## src/design/relay_ctrl_defines.svh

```systemverilog
// Constants for the four-bit identification relay controller
// Behaviour
// - Poll up to four heads, treat alike
// - Outputs never show which head read
// - Each set carrier bit activates its relay
// - Several set bits activate relays together
// - All-zero carrier activates nothing
// - Hold time ends output despite carrier presence
// - Hold time spans 0.02 to 5.1 s
// - Hold parameter 01..FF times 20 ms
// - Hold command letters, parameter, CR LF; silent
// - Hold value 00 latches outputs on
// - Latched output cleared only by clear or restart command
// - Bits from two bytes, high nibble inverted
// - Byte 0 bit n drives relay n+1
// - Mode when switches a,b closed, c open
// - Re-set during hold restarts hold time
// - New hold value applies at next setting
// - Hold value kept across power cycles
// - Outputs inactive at power-on and restart
`ifndef RELAY_CTRL_DEFINES_SVH
`define RELAY_CTRL_DEFINES_SVH
`define CLK_HZ 20000000
`define TICK_MS 20
`define TICK_CYCLES ((`CLK_HZ / 1000) * `TICK_MS)
`define HOLD_RST 8'h00
`define NHEADS 4
`endif

```

## src/design/relay_ctrl_pkg.sv

```systemverilog
// Types for the four-bit identification relay controller
package relay_ctrl_pkg;
  typedef struct packed {
    logic [7:0] byte1;
    logic [7:0] byte0;
  } carrier_s;
  typedef enum logic [1:0] {
    HEAD_0 = 2'b00,
    HEAD_1 = 2'b01,
    HEAD_2 = 2'b10,
    HEAD_3 = 2'b11
  } head_e;
endpackage

```

## src/design/four_bit_ident_relay_ctrl.sv

```systemverilog
// Four-bit identification relay output controller
`timescale 1ns/1ns
`include "relay_ctrl_defines.svh"
module four_bit_ident_relay_ctrl #(
  // Clocks per hold tick; a bench may shorten it, must not exceed 2**20
  parameter int unsigned TICK_N = `TICK_CYCLES
) (
  // Clock and reset
  input wire logic mclk_in,
  input wire logic sys_rst_in,
  // Mode switches, closed = 1
  input wire logic mode_switch_a_in,
  input wire logic mode_switch_b_in,
  input wire logic mode_switch_c_in,
  // Read heads: one read-done strobe and carrier data per head
  input wire logic [3:0] head_read_valid_in,
  input wire relay_ctrl_pkg::carrier_s head_data_in [4],
  // Decoded serial commands, one-cycle strobes
  input wire logic hold_time_cmd_in,
  input wire logic [7:0] hold_time_value_in,
  input wire logic output_clear_cmd_in,
  input wire logic [3:0] output_clear_mask_in,
  input wire logic restart_cmd_in,
  // Hold value restored from non-volatile store
  input wire logic nv_load_in,
  input wire logic [7:0] nv_hold_in,
  // Head poll select and non-volatile write-back
  output logic [1:0] head_sel_out,
  output logic nv_write_out,
  output logic [7:0] nv_wdata_out,
  // Relay outputs
  output logic relay_out_1,
  output logic relay_out_2,
  output logic relay_out_3,
  output logic relay_out_4
);
  logic [19:0] tick_cnt_q;
  logic tick;
  logic [1:0] head_q;
  logic [7:0] hold_q;
  logic [7:0] cnt_q [4];
  logic [3:0] relay_q;
  logic nv_write_q;
  logic [7:0] nv_wdata_q;
  wire mode_ok = mode_switch_a_in & mode_switch_b_in & ~mode_switch_c_in;
  // Poll heads round-robin; a read on the polled head is taken
  wire relay_ctrl_pkg::carrier_s cur = head_data_in[head_q];
  wire cur_valid = head_read_valid_in[head_q] & mode_ok;
  wire [3:0] d0 = cur.byte0[3:0];
  wire good = (cur.byte0[7:4] == ~d0) && (cur.byte0 == cur.byte1);
  wire [3:0] set_mask = (cur_valid && good) ? d0 : 4'h0;
  wire clr_mask_v = output_clear_cmd_in;
  assign tick = (tick_cnt_q == 20'(TICK_N - 1));
  always_ff @(posedge mclk_in) begin
    if (sys_rst_in || tick) begin
      tick_cnt_q <= 20'h0_0000;
    end else begin
      tick_cnt_q <= tick_cnt_q + 20'h0_0001;
    end
  end
  always_ff @(posedge mclk_in) begin
    if (sys_rst_in) begin
      head_q <= 2'h0;
    end else begin
      head_q <= head_q + 2'h1;
    end
  end
  // Hold value; new value affects only later settings since counters load at set
  always_ff @(posedge mclk_in) begin
    if (sys_rst_in) begin
      hold_q <= `HOLD_RST;
      nv_write_q <= 1'b0;
      nv_wdata_q <= 8'h00;
    end else begin
      nv_write_q <= hold_time_cmd_in;
      if (hold_time_cmd_in) begin
        hold_q <= hold_time_value_in;
        nv_wdata_q <= hold_time_value_in;
      end else if (nv_load_in) begin
        hold_q <= nv_hold_in;
      end
    end
  end
  genvar i;
  for (i = 0; i < 4; i++) begin : g_out
    always_ff @(posedge mclk_in) begin
      if (sys_rst_in || restart_cmd_in) begin
        relay_q[i] <= 1'b0;
        cnt_q[i] <= 8'h00;
      end else if (set_mask[i]) begin
        relay_q[i] <= 1'b1;
        cnt_q[i] <= hold_q;
      end else if (clr_mask_v && output_clear_mask_in[i]) begin
        relay_q[i] <= 1'b0;
        cnt_q[i] <= 8'h00;
      end else if (tick && relay_q[i] && cnt_q[i] != 8'h00) begin
        cnt_q[i] <= cnt_q[i] - 8'h01;
        if (cnt_q[i] == 8'h01) begin
          relay_q[i] <= 1'b0;
        end
      end
    end
  end
  assign head_sel_out = head_q;
  assign nv_write_out = nv_write_q;
  assign nv_wdata_out = nv_wdata_q;
  assign relay_out_1 = relay_q[0];
  assign relay_out_2 = relay_q[1];
  assign relay_out_3 = relay_q[2];
  assign relay_out_4 = relay_q[3];

  // Checks
  latch_zero_a: assert property (@(posedge mclk_in) disable iff (sys_rst_in)
    (set_mask[0] && hold_q == 8'h00 && !restart_cmd_in) |=> (relay_out_1 && cnt_q[0] == 8'h00))
    else $error("latched set failed");
  set_on_a: assert property (@(posedge mclk_in) disable iff (sys_rst_in)
    (set_mask[1] && !restart_cmd_in) |=> relay_out_2)
    else $error("relay not set");
  bad_ignore_a: assert property (@(posedge mclk_in) disable iff (sys_rst_in)
    (!good && !output_clear_cmd_in && !restart_cmd_in && !tick) |=> $stable(relay_q))
    else $error("bad carrier changed relays");
  mode_gate_a: assert property (@(posedge mclk_in) disable iff (sys_rst_in)
    !mode_ok |-> set_mask == 4'h0)
    else $error("set outside mode");
  clear_off_a: assert property (@(posedge mclk_in) disable iff (sys_rst_in)
    (output_clear_cmd_in && output_clear_mask_in[2] && !set_mask[2]) |=> !relay_out_3)
    else $error("clear failed");
  restart_off_a: assert property (@(posedge mclk_in) disable iff (sys_rst_in)
    restart_cmd_in |=> relay_q == 4'h0)
    else $error("restart left relay on");
  expire_a: assert property (@(posedge mclk_in) disable iff (sys_rst_in)
    (tick && relay_q[3] && cnt_q[3] == 8'h01 && !set_mask[3] && !restart_cmd_in)
    |=> !relay_out_4)
    else $error("hold expiry failed");
  hold_load_a: assert property (@(posedge mclk_in) disable iff (sys_rst_in)
    hold_time_cmd_in |=> (hold_q == $past(hold_time_value_in) && nv_write_out))
    else $error("hold value not stored");
  tick_period_a: assert property (@(posedge mclk_in) disable iff (sys_rst_in)
    tick |=> !tick)
    else $error("tick too frequent");
  // Helpers for the checks below
  wire [3:0] clr_hit = clr_mask_v ? output_clear_mask_in : 4'h0;
  wire expire_2 = tick && (cnt_q[1] == 8'h01);
  // Reset and polling
  reset_idle_a: assert property (@(posedge mclk_in)
    sys_rst_in |=> (relay_q == 4'h0 && head_sel_out == 2'h0 && !nv_write_out))
    else $error("reset left outputs active");
  head_step_a: assert property (@(posedge mclk_in) disable iff (sys_rst_in)
    !$past(sys_rst_in) |-> (head_sel_out == $past(head_sel_out) + 2'h1))
    else $error("head poll skipped");
  // Carrier decode: the pattern comes only from the carrier bytes
  head_blind_a: assert property (@(posedge mclk_in) disable iff (sys_rst_in)
    (cur_valid && good) |-> (set_mask == cur.byte1[3:0]))
    else $error("set pattern not from carrier");
  invert_reject_a: assert property (@(posedge mclk_in) disable iff (sys_rst_in)
    (cur_valid && (cur.byte1[7:4] != ~cur.byte1[3:0])) |-> (set_mask == 4'h0))
    else $error("uninverted carrier accepted");
  pair_reject_a: assert property (@(posedge mclk_in) disable iff (sys_rst_in)
    (cur_valid && (cur.byte0 != cur.byte1)) |-> (set_mask == 4'h0))
    else $error("mismatched carrier bytes accepted");
  set_first_a: assert property (@(posedge mclk_in) disable iff (sys_rst_in)
    (cur_valid && good && cur.byte0[0] && !restart_cmd_in) |=> relay_out_1)
    else $error("bit 0 did not set relay 1");
  set_four_a: assert property (@(posedge mclk_in) disable iff (sys_rst_in)
    (cur_valid && good && cur.byte0[3] && !restart_cmd_in) |=> relay_out_4)
    else $error("bit 3 did not set relay 4");
  set_all_a: assert property (@(posedge mclk_in) disable iff (sys_rst_in)
    (set_mask != 4'h0 && !restart_cmd_in)
    |=> ((relay_q & $past(set_mask)) == $past(set_mask)))
    else $error("not all matching relays set");
  zero_ignore_a: assert property (@(posedge mclk_in) disable iff (sys_rst_in)
    (cur_valid && good && d0 == 4'h0 && !output_clear_cmd_in && !restart_cmd_in && !tick)
    |=> $stable(relay_q))
    else $error("zero carrier changed relays");
  mode_hold_a: assert property (@(posedge mclk_in) disable iff (sys_rst_in)
    (!mode_ok && !output_clear_cmd_in && !restart_cmd_in && !tick)
    |=> $stable(relay_q))
    else $error("relays changed outside mode");
  // Hold timing, shown on relay 2
  count_down_a: assert property (@(posedge mclk_in) disable iff (sys_rst_in)
    (tick && relay_q[1] && cnt_q[1] > 8'h01 && !set_mask[1] && !restart_cmd_in
      && !clr_hit[1])
    |=> (relay_out_2 && cnt_q[1] == $past(cnt_q[1]) - 8'h01))
    else $error("hold count did not step");
  expire_two_a: assert property (@(posedge mclk_in) disable iff (sys_rst_in)
    (expire_2 && relay_q[1] && !set_mask[1] && !restart_cmd_in && !clr_hit[1])
    |=> (!relay_out_2 && cnt_q[1] == 8'h00))
    else $error("relay 2 outlived its hold");
  retrig_load_a: assert property (@(posedge mclk_in) disable iff (sys_rst_in)
    (set_mask[1] && !restart_cmd_in) |=> (cnt_q[1] == $past(hold_q)))
    else $error("hold not restarted on set");
  hold_keep_a: assert property (@(posedge mclk_in) disable iff (sys_rst_in)
    (hold_time_cmd_in && !tick && !set_mask[1] && !restart_cmd_in && !clr_hit[1])
    |=> (cnt_q[1] == $past(cnt_q[1])))
    else $error("new hold value hit running count");
  latch_stay_a: assert property (@(posedge mclk_in) disable iff (sys_rst_in)
    (relay_q[1] && cnt_q[1] == 8'h00 && !restart_cmd_in && !clr_hit[1])
    |=> relay_out_2)
    else $error("latched relay dropped");
  // Relays drop only by clear, restart or hold expiry
  off_cause_a: assert property (@(posedge mclk_in) disable iff (sys_rst_in)
    (!$past(sys_rst_in) && $fell(relay_out_2))
    |-> ($past(restart_cmd_in) || $past(clr_hit[1]) || $past(expire_2)))
    else $error("relay 2 dropped without cause");
  clear_keep_a: assert property (@(posedge mclk_in) disable iff (sys_rst_in)
    (!output_clear_cmd_in && !restart_cmd_in && !tick)
    |=> ((relay_q | ~$past(relay_q)) == 4'hF))
    else $error("relay dropped without clear");
  clear_all_a: assert property (@(posedge mclk_in) disable iff (sys_rst_in)
    (output_clear_cmd_in && !restart_cmd_in)
    |=> ((relay_q & $past(clr_hit) & ~$past(set_mask)) == 4'h0))
    else $error("masked relay not cleared");
  // Hold value storage
  nv_data_a: assert property (@(posedge mclk_in) disable iff (sys_rst_in)
    hold_time_cmd_in |=> (nv_wdata_out == $past(hold_time_value_in)))
    else $error("store data wrong");
  nv_quiet_a: assert property (@(posedge mclk_in) disable iff (sys_rst_in)
    !hold_time_cmd_in |=> !nv_write_out)
    else $error("store write without command");
  nv_load_a: assert property (@(posedge mclk_in) disable iff (sys_rst_in)
    (nv_load_in && !hold_time_cmd_in) |=> (hold_q == $past(nv_hold_in)))
    else $error("restored hold value lost");
  hold_stable_a: assert property (@(posedge mclk_in) disable iff (sys_rst_in)
    (!hold_time_cmd_in && !nv_load_in) |=> $stable(hold_q))
    else $error("hold value changed by itself");
  multi_c: cover property (@(posedge mclk_in) set_mask == 4'hF);
  expire_c: cover property (@(posedge mclk_in) $fell(relay_out_1));
  clear_c: cover property (@(posedge mclk_in) output_clear_cmd_in && relay_q != 4'h0);
  retrig_c: cover property (@(posedge mclk_in)
    set_mask[1] && relay_q[1] && cnt_q[1] != 8'h00);
  latch_c: cover property (@(posedge mclk_in)
    set_mask[1] && hold_q == 8'h00);
endmodule // four_bit_ident_relay_ctrl

```

## config.mk

```make
export PLATFORM = sky130hd
export DESIGN_NAME = four_bit_ident_relay_ctrl
export DESIGN_NICKNAME = d
export VERILOG_FILES = /design/src/design/relay_ctrl_pkg.sv /design/src/design/four_bit_ident_relay_ctrl.sv
export VERILOG_INCLUDE_DIRS = /design/src /design/src/design
export SDC_FILE = /design/constraint.sdc
export NUM_CORES = 1
export LEC_CHECK = 0
export BUFFER_PORTS_ARGS = -buffer_cell sky130_fd_sc_hd__buf_2
export CAP_MARGIN = 20
export CORE_UTILIZATION = 59
export CTS_BUF_LIST = sky130_fd_sc_hd__clkbuf_16
export CTS_CLUSTER_SIZE = 20
export DETAILED_ROUTE_END_ITERATION = 6
export GPL_TIMING_DRIVEN = 0
export PLACE_DENSITY = 0.92
export SYNTH_ARGS = -nofsm -noshare
export SYNTH_HDL_FRONTEND = slang
export SYNTH_SLANG_ARGS = --single-unit
```

## constraint.sdc

```tcl
create_clock -name mclk_in -period 6.05 [get_ports mclk_in]
set_input_delay 0 -clock mclk_in [delete_from_list [all_inputs] [get_ports mclk_in]]
set_output_delay 0 -clock mclk_in [all_outputs]
set_load 0.01 [all_outputs]
```

# Word level (Yosys, flattened, before mapping)
# Memory sizes are Yosys's and may differ from the RTL's.
# Cells that the tools add are included.
# word_totals
register_bits,43
mem_bits_rw,32
inputBits,97
out_inout_bits,15
mem_count,1
# op_classes
addsub,6
order_cmp,2
eq_ne,7
n_mux,86
bitwise_logic,18
reduce_logical,33
# mem_list
name,depth,width,rd,rd_clocked_by_memory_dff,write_ports,line_no,rtl
cnt_q,4,8,4,0,4,four_bit_ident_relay_ctrl.sv:41,logic [7:0] cnt_q [4];
# op_table
operator,n
$mux W8,14
$mux W1,67
$bmux W16 S2,1
$eq A8 B1 Y1 const B,4
$mux W16,2
$reduce_bool A8 Y1,4
$sub A8 B1 Y8 const B,4
$reduce_bool A3 Y1,8
$add A20 B1 Y20 const B,1
$eq A20 B19 Y1 const B,1
$logic_and A1 B1 Y1,14
$or A1 B1 Y1,12
$eq A8 B8 Y1,1
$reduce_and A2 Y1,4
$eq A4 B4 Y1,1
$mux W4,1
$not A4 Y4,1
$and A1 B1 Y1,3
$ge A3 B3 Y1 const B,1
$lt A2 B3 Y1 const B,1
$not A2 Y3,1
$add A2 B1 Y2 const B,1
$bmux W1 S2,1
$logic_or A1 B1 Y1,2
other kinds (2),2

# Depth between registers and ports, before layout
# logic_depth
ltp_word,15
mapped_depth,8

# Worst setup path after synthesis
# OpenSTA, ideal clock, no wires.
# synth_path
kind,reg2reg
start,register head_q[0] (netlist: head_sel_out[0])
end,"memory cnt_q[0][0], enable pin"
setup_time_ns,0.340
arrival_time_ns,2.548
required_time_ns,5.710
setup_slack_ns,3.162
stages_incl_launch_ff,8
path_cell_list,dfxtp_1 -> buf_6 -> mux4_1 -> and4bb_2 -> o2111ai_4 -> or4_1 -> buf_6 -> nand4_1
# synth_lines
item,line_no,rtl
start: declaration,four_bit_ident_relay_ctrl.sv:39,logic [1:0] head_q;
start signal: assignment,four_bit_ident_relay_ctrl.sv:65,head_q <= head_q + 2'h1;
end: declaration,four_bit_ident_relay_ctrl.sv:41,

==> results by group <==
Outcome
  – Outcome: finished with violations
  – Failing checks: DRC

STA
  – Slew @ Worst Pin: 893.0 ps
  – Final setup viols: 0
  – Worst Skew: 6.647 ps
  – Hold Fails Final Rpt: 0
  – Final worst-path cycle share: 52.30%
  – Pins over their slew limit: 0
  – Worst rel slew slack: 40.01%
  – Worst setup margin: 2886 ps
  – RSZ-0062 raised after global routing: false
  – Fin crit period: 3164 ps
  – Peak Freq: 316.0 MHz
  – Setup TNS: 0 ps

Floorplanning
  – # rows: 32
  – Die area: 8313 um2
  – Core area: 7727 um2
  – IO Pins: 112
  – Die Ht: 91.18 um
  – Die Wd: 91.18 um
  – Initial Util: 60.72%

Yosys
  – Yosys cell types: 59
  – Synth Warn #: 0
  – Ys async rst share: 0%
  – Post-synth top area share: 20.48%
  – Synthesized cell area: 4692 um2
  – Synth Flop Type: dfxtp_1
  – Synth area leaders: edfxtp_1, dfxtp_1, mux4_1
  – Mapped Cells: 458
  – Synth Area per Inst: 10.24 um2
  – Leading area contributor after synthesis: edfxtp_1
  – Sequential fraction of the synthesis area: 38.83%
  – Post-synth EDFFs: 32
  – Mapped Nets: 568
  – Synth Register Bits: 75

Worst setup path
  – Reg2reg setup slack: 2890 ps
  – Instance count on the critical path: 6
  – Arrival time at the worst endpoint: 3170 ps
  – Critical Path Source Type: register
  – WP buf/inv: 1
  – CP delay by family, top: simple AND/OR/NAND/NOR gates
  – Max incr delay on CP: 670 ps
  – Worst r2r path cells: 6
  – CP Data Required Time: 6060 ps
  – Worst Setup End Kind: register
  – FF-to-FF Start: head_sel_out[0]
  – Crit path kind: reg -> reg
  – CP startpoint: head_sel_out[0]
  – R2r endpoint: cnt_q[1][4]
  – Crit-path cells: buf_6 -> mux4_1 -> and4bb_2 -> o2111ai_4 -> nor4b_4 -> or3b_1
  – Crit path to: cnt_q[1][4]
  – Worst Path Max Fanout: 10
  – Slowest stage cell on the critical path: mux4_1

Global routing
  – Largest net degree at the start of global routing: 16
  – Vias in the first global route: 4,380
  – Wire length of the first global-routing pass: 20.79 mm
  – All-layer global routing usage: 31.87%
  – GR Overflow Total: 0
  – Initial antenna violation count: 1

Final layout
  – Multi-input gate area: 2685 um2
  – # fillers: 513
  – Commonest non-fill, non-tap cell in the layout: buf_2
  – Commonest non-fill, non-tap cells in the layout: buf_2, nor2_1, dfxtp_1
  – Layout cells sized above 1: 25.84%
  – P&R area growth vs syn: 22.32%
  – Flip-flop and latch area: 1822 um2
  – Nets: 697

Power
  – Comb power frac: 16.3%
  – Total power: 0.001289 W
  – Maximum vdd drop: 215.6 uV
  – Pwr/cell area: 224.5 nW/um2
  – Clock Power Share: 39.6%
  – Pleak: 2.377 nW
  – Seq pwr share: 44.1%
  – Power Internal: 0.0009316 W
  – NetSw: 0.0003570 W
  – Switch share: 27.71%

Route
  – Drt drc: 1
  – Remaining antenna violation count after routing: 0
  – Vias: 4,296
  – Vias per cell: 6.181
  – Wire per inst: 18.29 um
  – Final wirelength: 12.71 mm
  – First DRT Iteration DRCs: 414
  – First-pass iteration count of the detailed router: 7

Place
  – Placer Congestion: 0.8908
  – # port buffers: 109
  – Setup WS pre-CTS: 2909 ps
  – DP Wirelength: 9.330 mm

Clock network
  – Skew-Pair Late Insertion Delay: 340 ps
  – Setup Buffers After CTS: 0
  – CTS H-tree lvls: 3
  – Post-CTS sizing: 0
  – CTS tree: yes
  – Clock-pin slew on the worst setup and hold paths: 60 ps
  – CTS Root Cell: clkbuf_16
  – Cts hold-fix bufs: 9
  – Sink Count: 75
  – CTS Buf Count: 9
  – Max Root-Sink Buffers: 2

Job
  – Max-cap check violation count: 0

Hold path
  – HP Class: in -> reg
[final cells by class]
type,instances,area share [%]
antenna,1,0.04360
buffer,20,2.049
clock buffer,9,3.924
clock inverter,7,0.9810
inverter,18,1.177
multi-input combinational,345,46.78
sequential,75,31.74
tap,102,2.224
timing repair buffer,118,11.07
[how the worst min path moves through the flow]
| stage | slack [ps] | end | startpoint | depth (start not counted) |
|---|---|---|---|---|
| floorplan | 140 | hold_q[0] | hold_time_value_in[0] | 2 |
| global placement | 250 | hold_q[0] | hold_time_value_in[0] | 3 |
| detailed placement | 260 | hold_q[1] | hold_time_value_in[1] | 3 |
| CTS | 20 | relay_out_4 | output_clear_mask_in[3] | 3 |
| global route | 30 | relay_out_4 | output_clear_mask_in[3] | 3 |
| finish | 20 | hold_q[6] | nv_hold_in[6] | 5 |
[cell families (layout without fill, tap and decap cells)]
kind of cell,after synthesis,count (layout),share of synthesized area [%]
mux,45,45,15.20
xor+xnor,41,41,7.814
simple gates,197,197,22.29
buf+inv,38,172,3.946
other cells,0,1,0
fa+ha+maj,13,13,3.467
flops,75,75,38.83
compound gates,49,49,8.453
[registers in the layout (all words and copies together) (netlist names)]
register	cells
relay_out_4	1
relay_out_2	1
nv_wdata_out	8
head_sel_out	2
nv_write_out	1
cnt_q	32
relay_out_1	1
hold_q	8
tick_cnt_q	20
relay_out_3	1
[Yosys cell counts (3+ instances only)]
cell,n
buf_6,3
a21oi_1,15
nand2_1,33
nor2_1,75
clkbuf_1,12
xnor2_1,21
and3_1,4
mux4_2,5
nor3_1,12
dfxtp_1,43
and4bb_2,4
edfxtp_1,32
xor2_1,19
buf_2,3
mux4_1,12
o32ai_1,4
or3_1,8
a32o_1,15
nand3_1,16
inv_1,18
or4_1,4
nor4_1,6
o21ai_0,3
nand4_1,7
nand2b_1,4
mux2i_1,27
ha_1,13
[power by group through the flow]
| stage | Sequential, W | Clock, W | Combinational (W) |
|---|---|---|---|
| finish | 0.000568 | 0.000511 | 0.000210 |
| global route | 0.000569 | 0.000535 | 0.000227 |
| CTS | 0.000566 | 0.000509 | 0.000207 |
| detailed placement | 0.000577 | 0 | 0.000200 |
| global placement | 0.000575 | 0 | 0.000190 |
| floorplan | 0.000572 | 0 | 0.000133 |
[worst register-to-register path, delay by kind of cell (launching register included)]
kind                   cells  cell delay [ps]
flip-flops                 1              350
multiplexers               1              680
buffers and inverters      1              180
AND/OR/NAND/NOR            3             1430
AO/OA/AOI/OAI              1              200
[through the flow]
| step | instances | utilization [%] | hold WS, ps | instance area (um2) |
|---|---|---|---|---|
| floorplan | 458 | - | 138.6 | 4692 |
| detailed placement | 669 | 69.43 | 258.9 | 5365 |
| CTS | 694 | 74.24 | 20.01 | 5737 |
| global placement | 669 | 69.43 | 245.1 | 5365 |
| global route | 695 | 74.27 | 25.38 | 5739 |
| finish | 695 | 74.27 | 19.71 | 5739 |
[layer usage]
metal	vias to the layer above	wire length, um	global-route usage [%]
met5	-	0	0
met4	0	532	16.53
met3	60	1156	7.370
met2	275	6312	52.78
met1	2005	4709	38.75
li1	1956	-	-
Power figures use the tool's default switching activity.
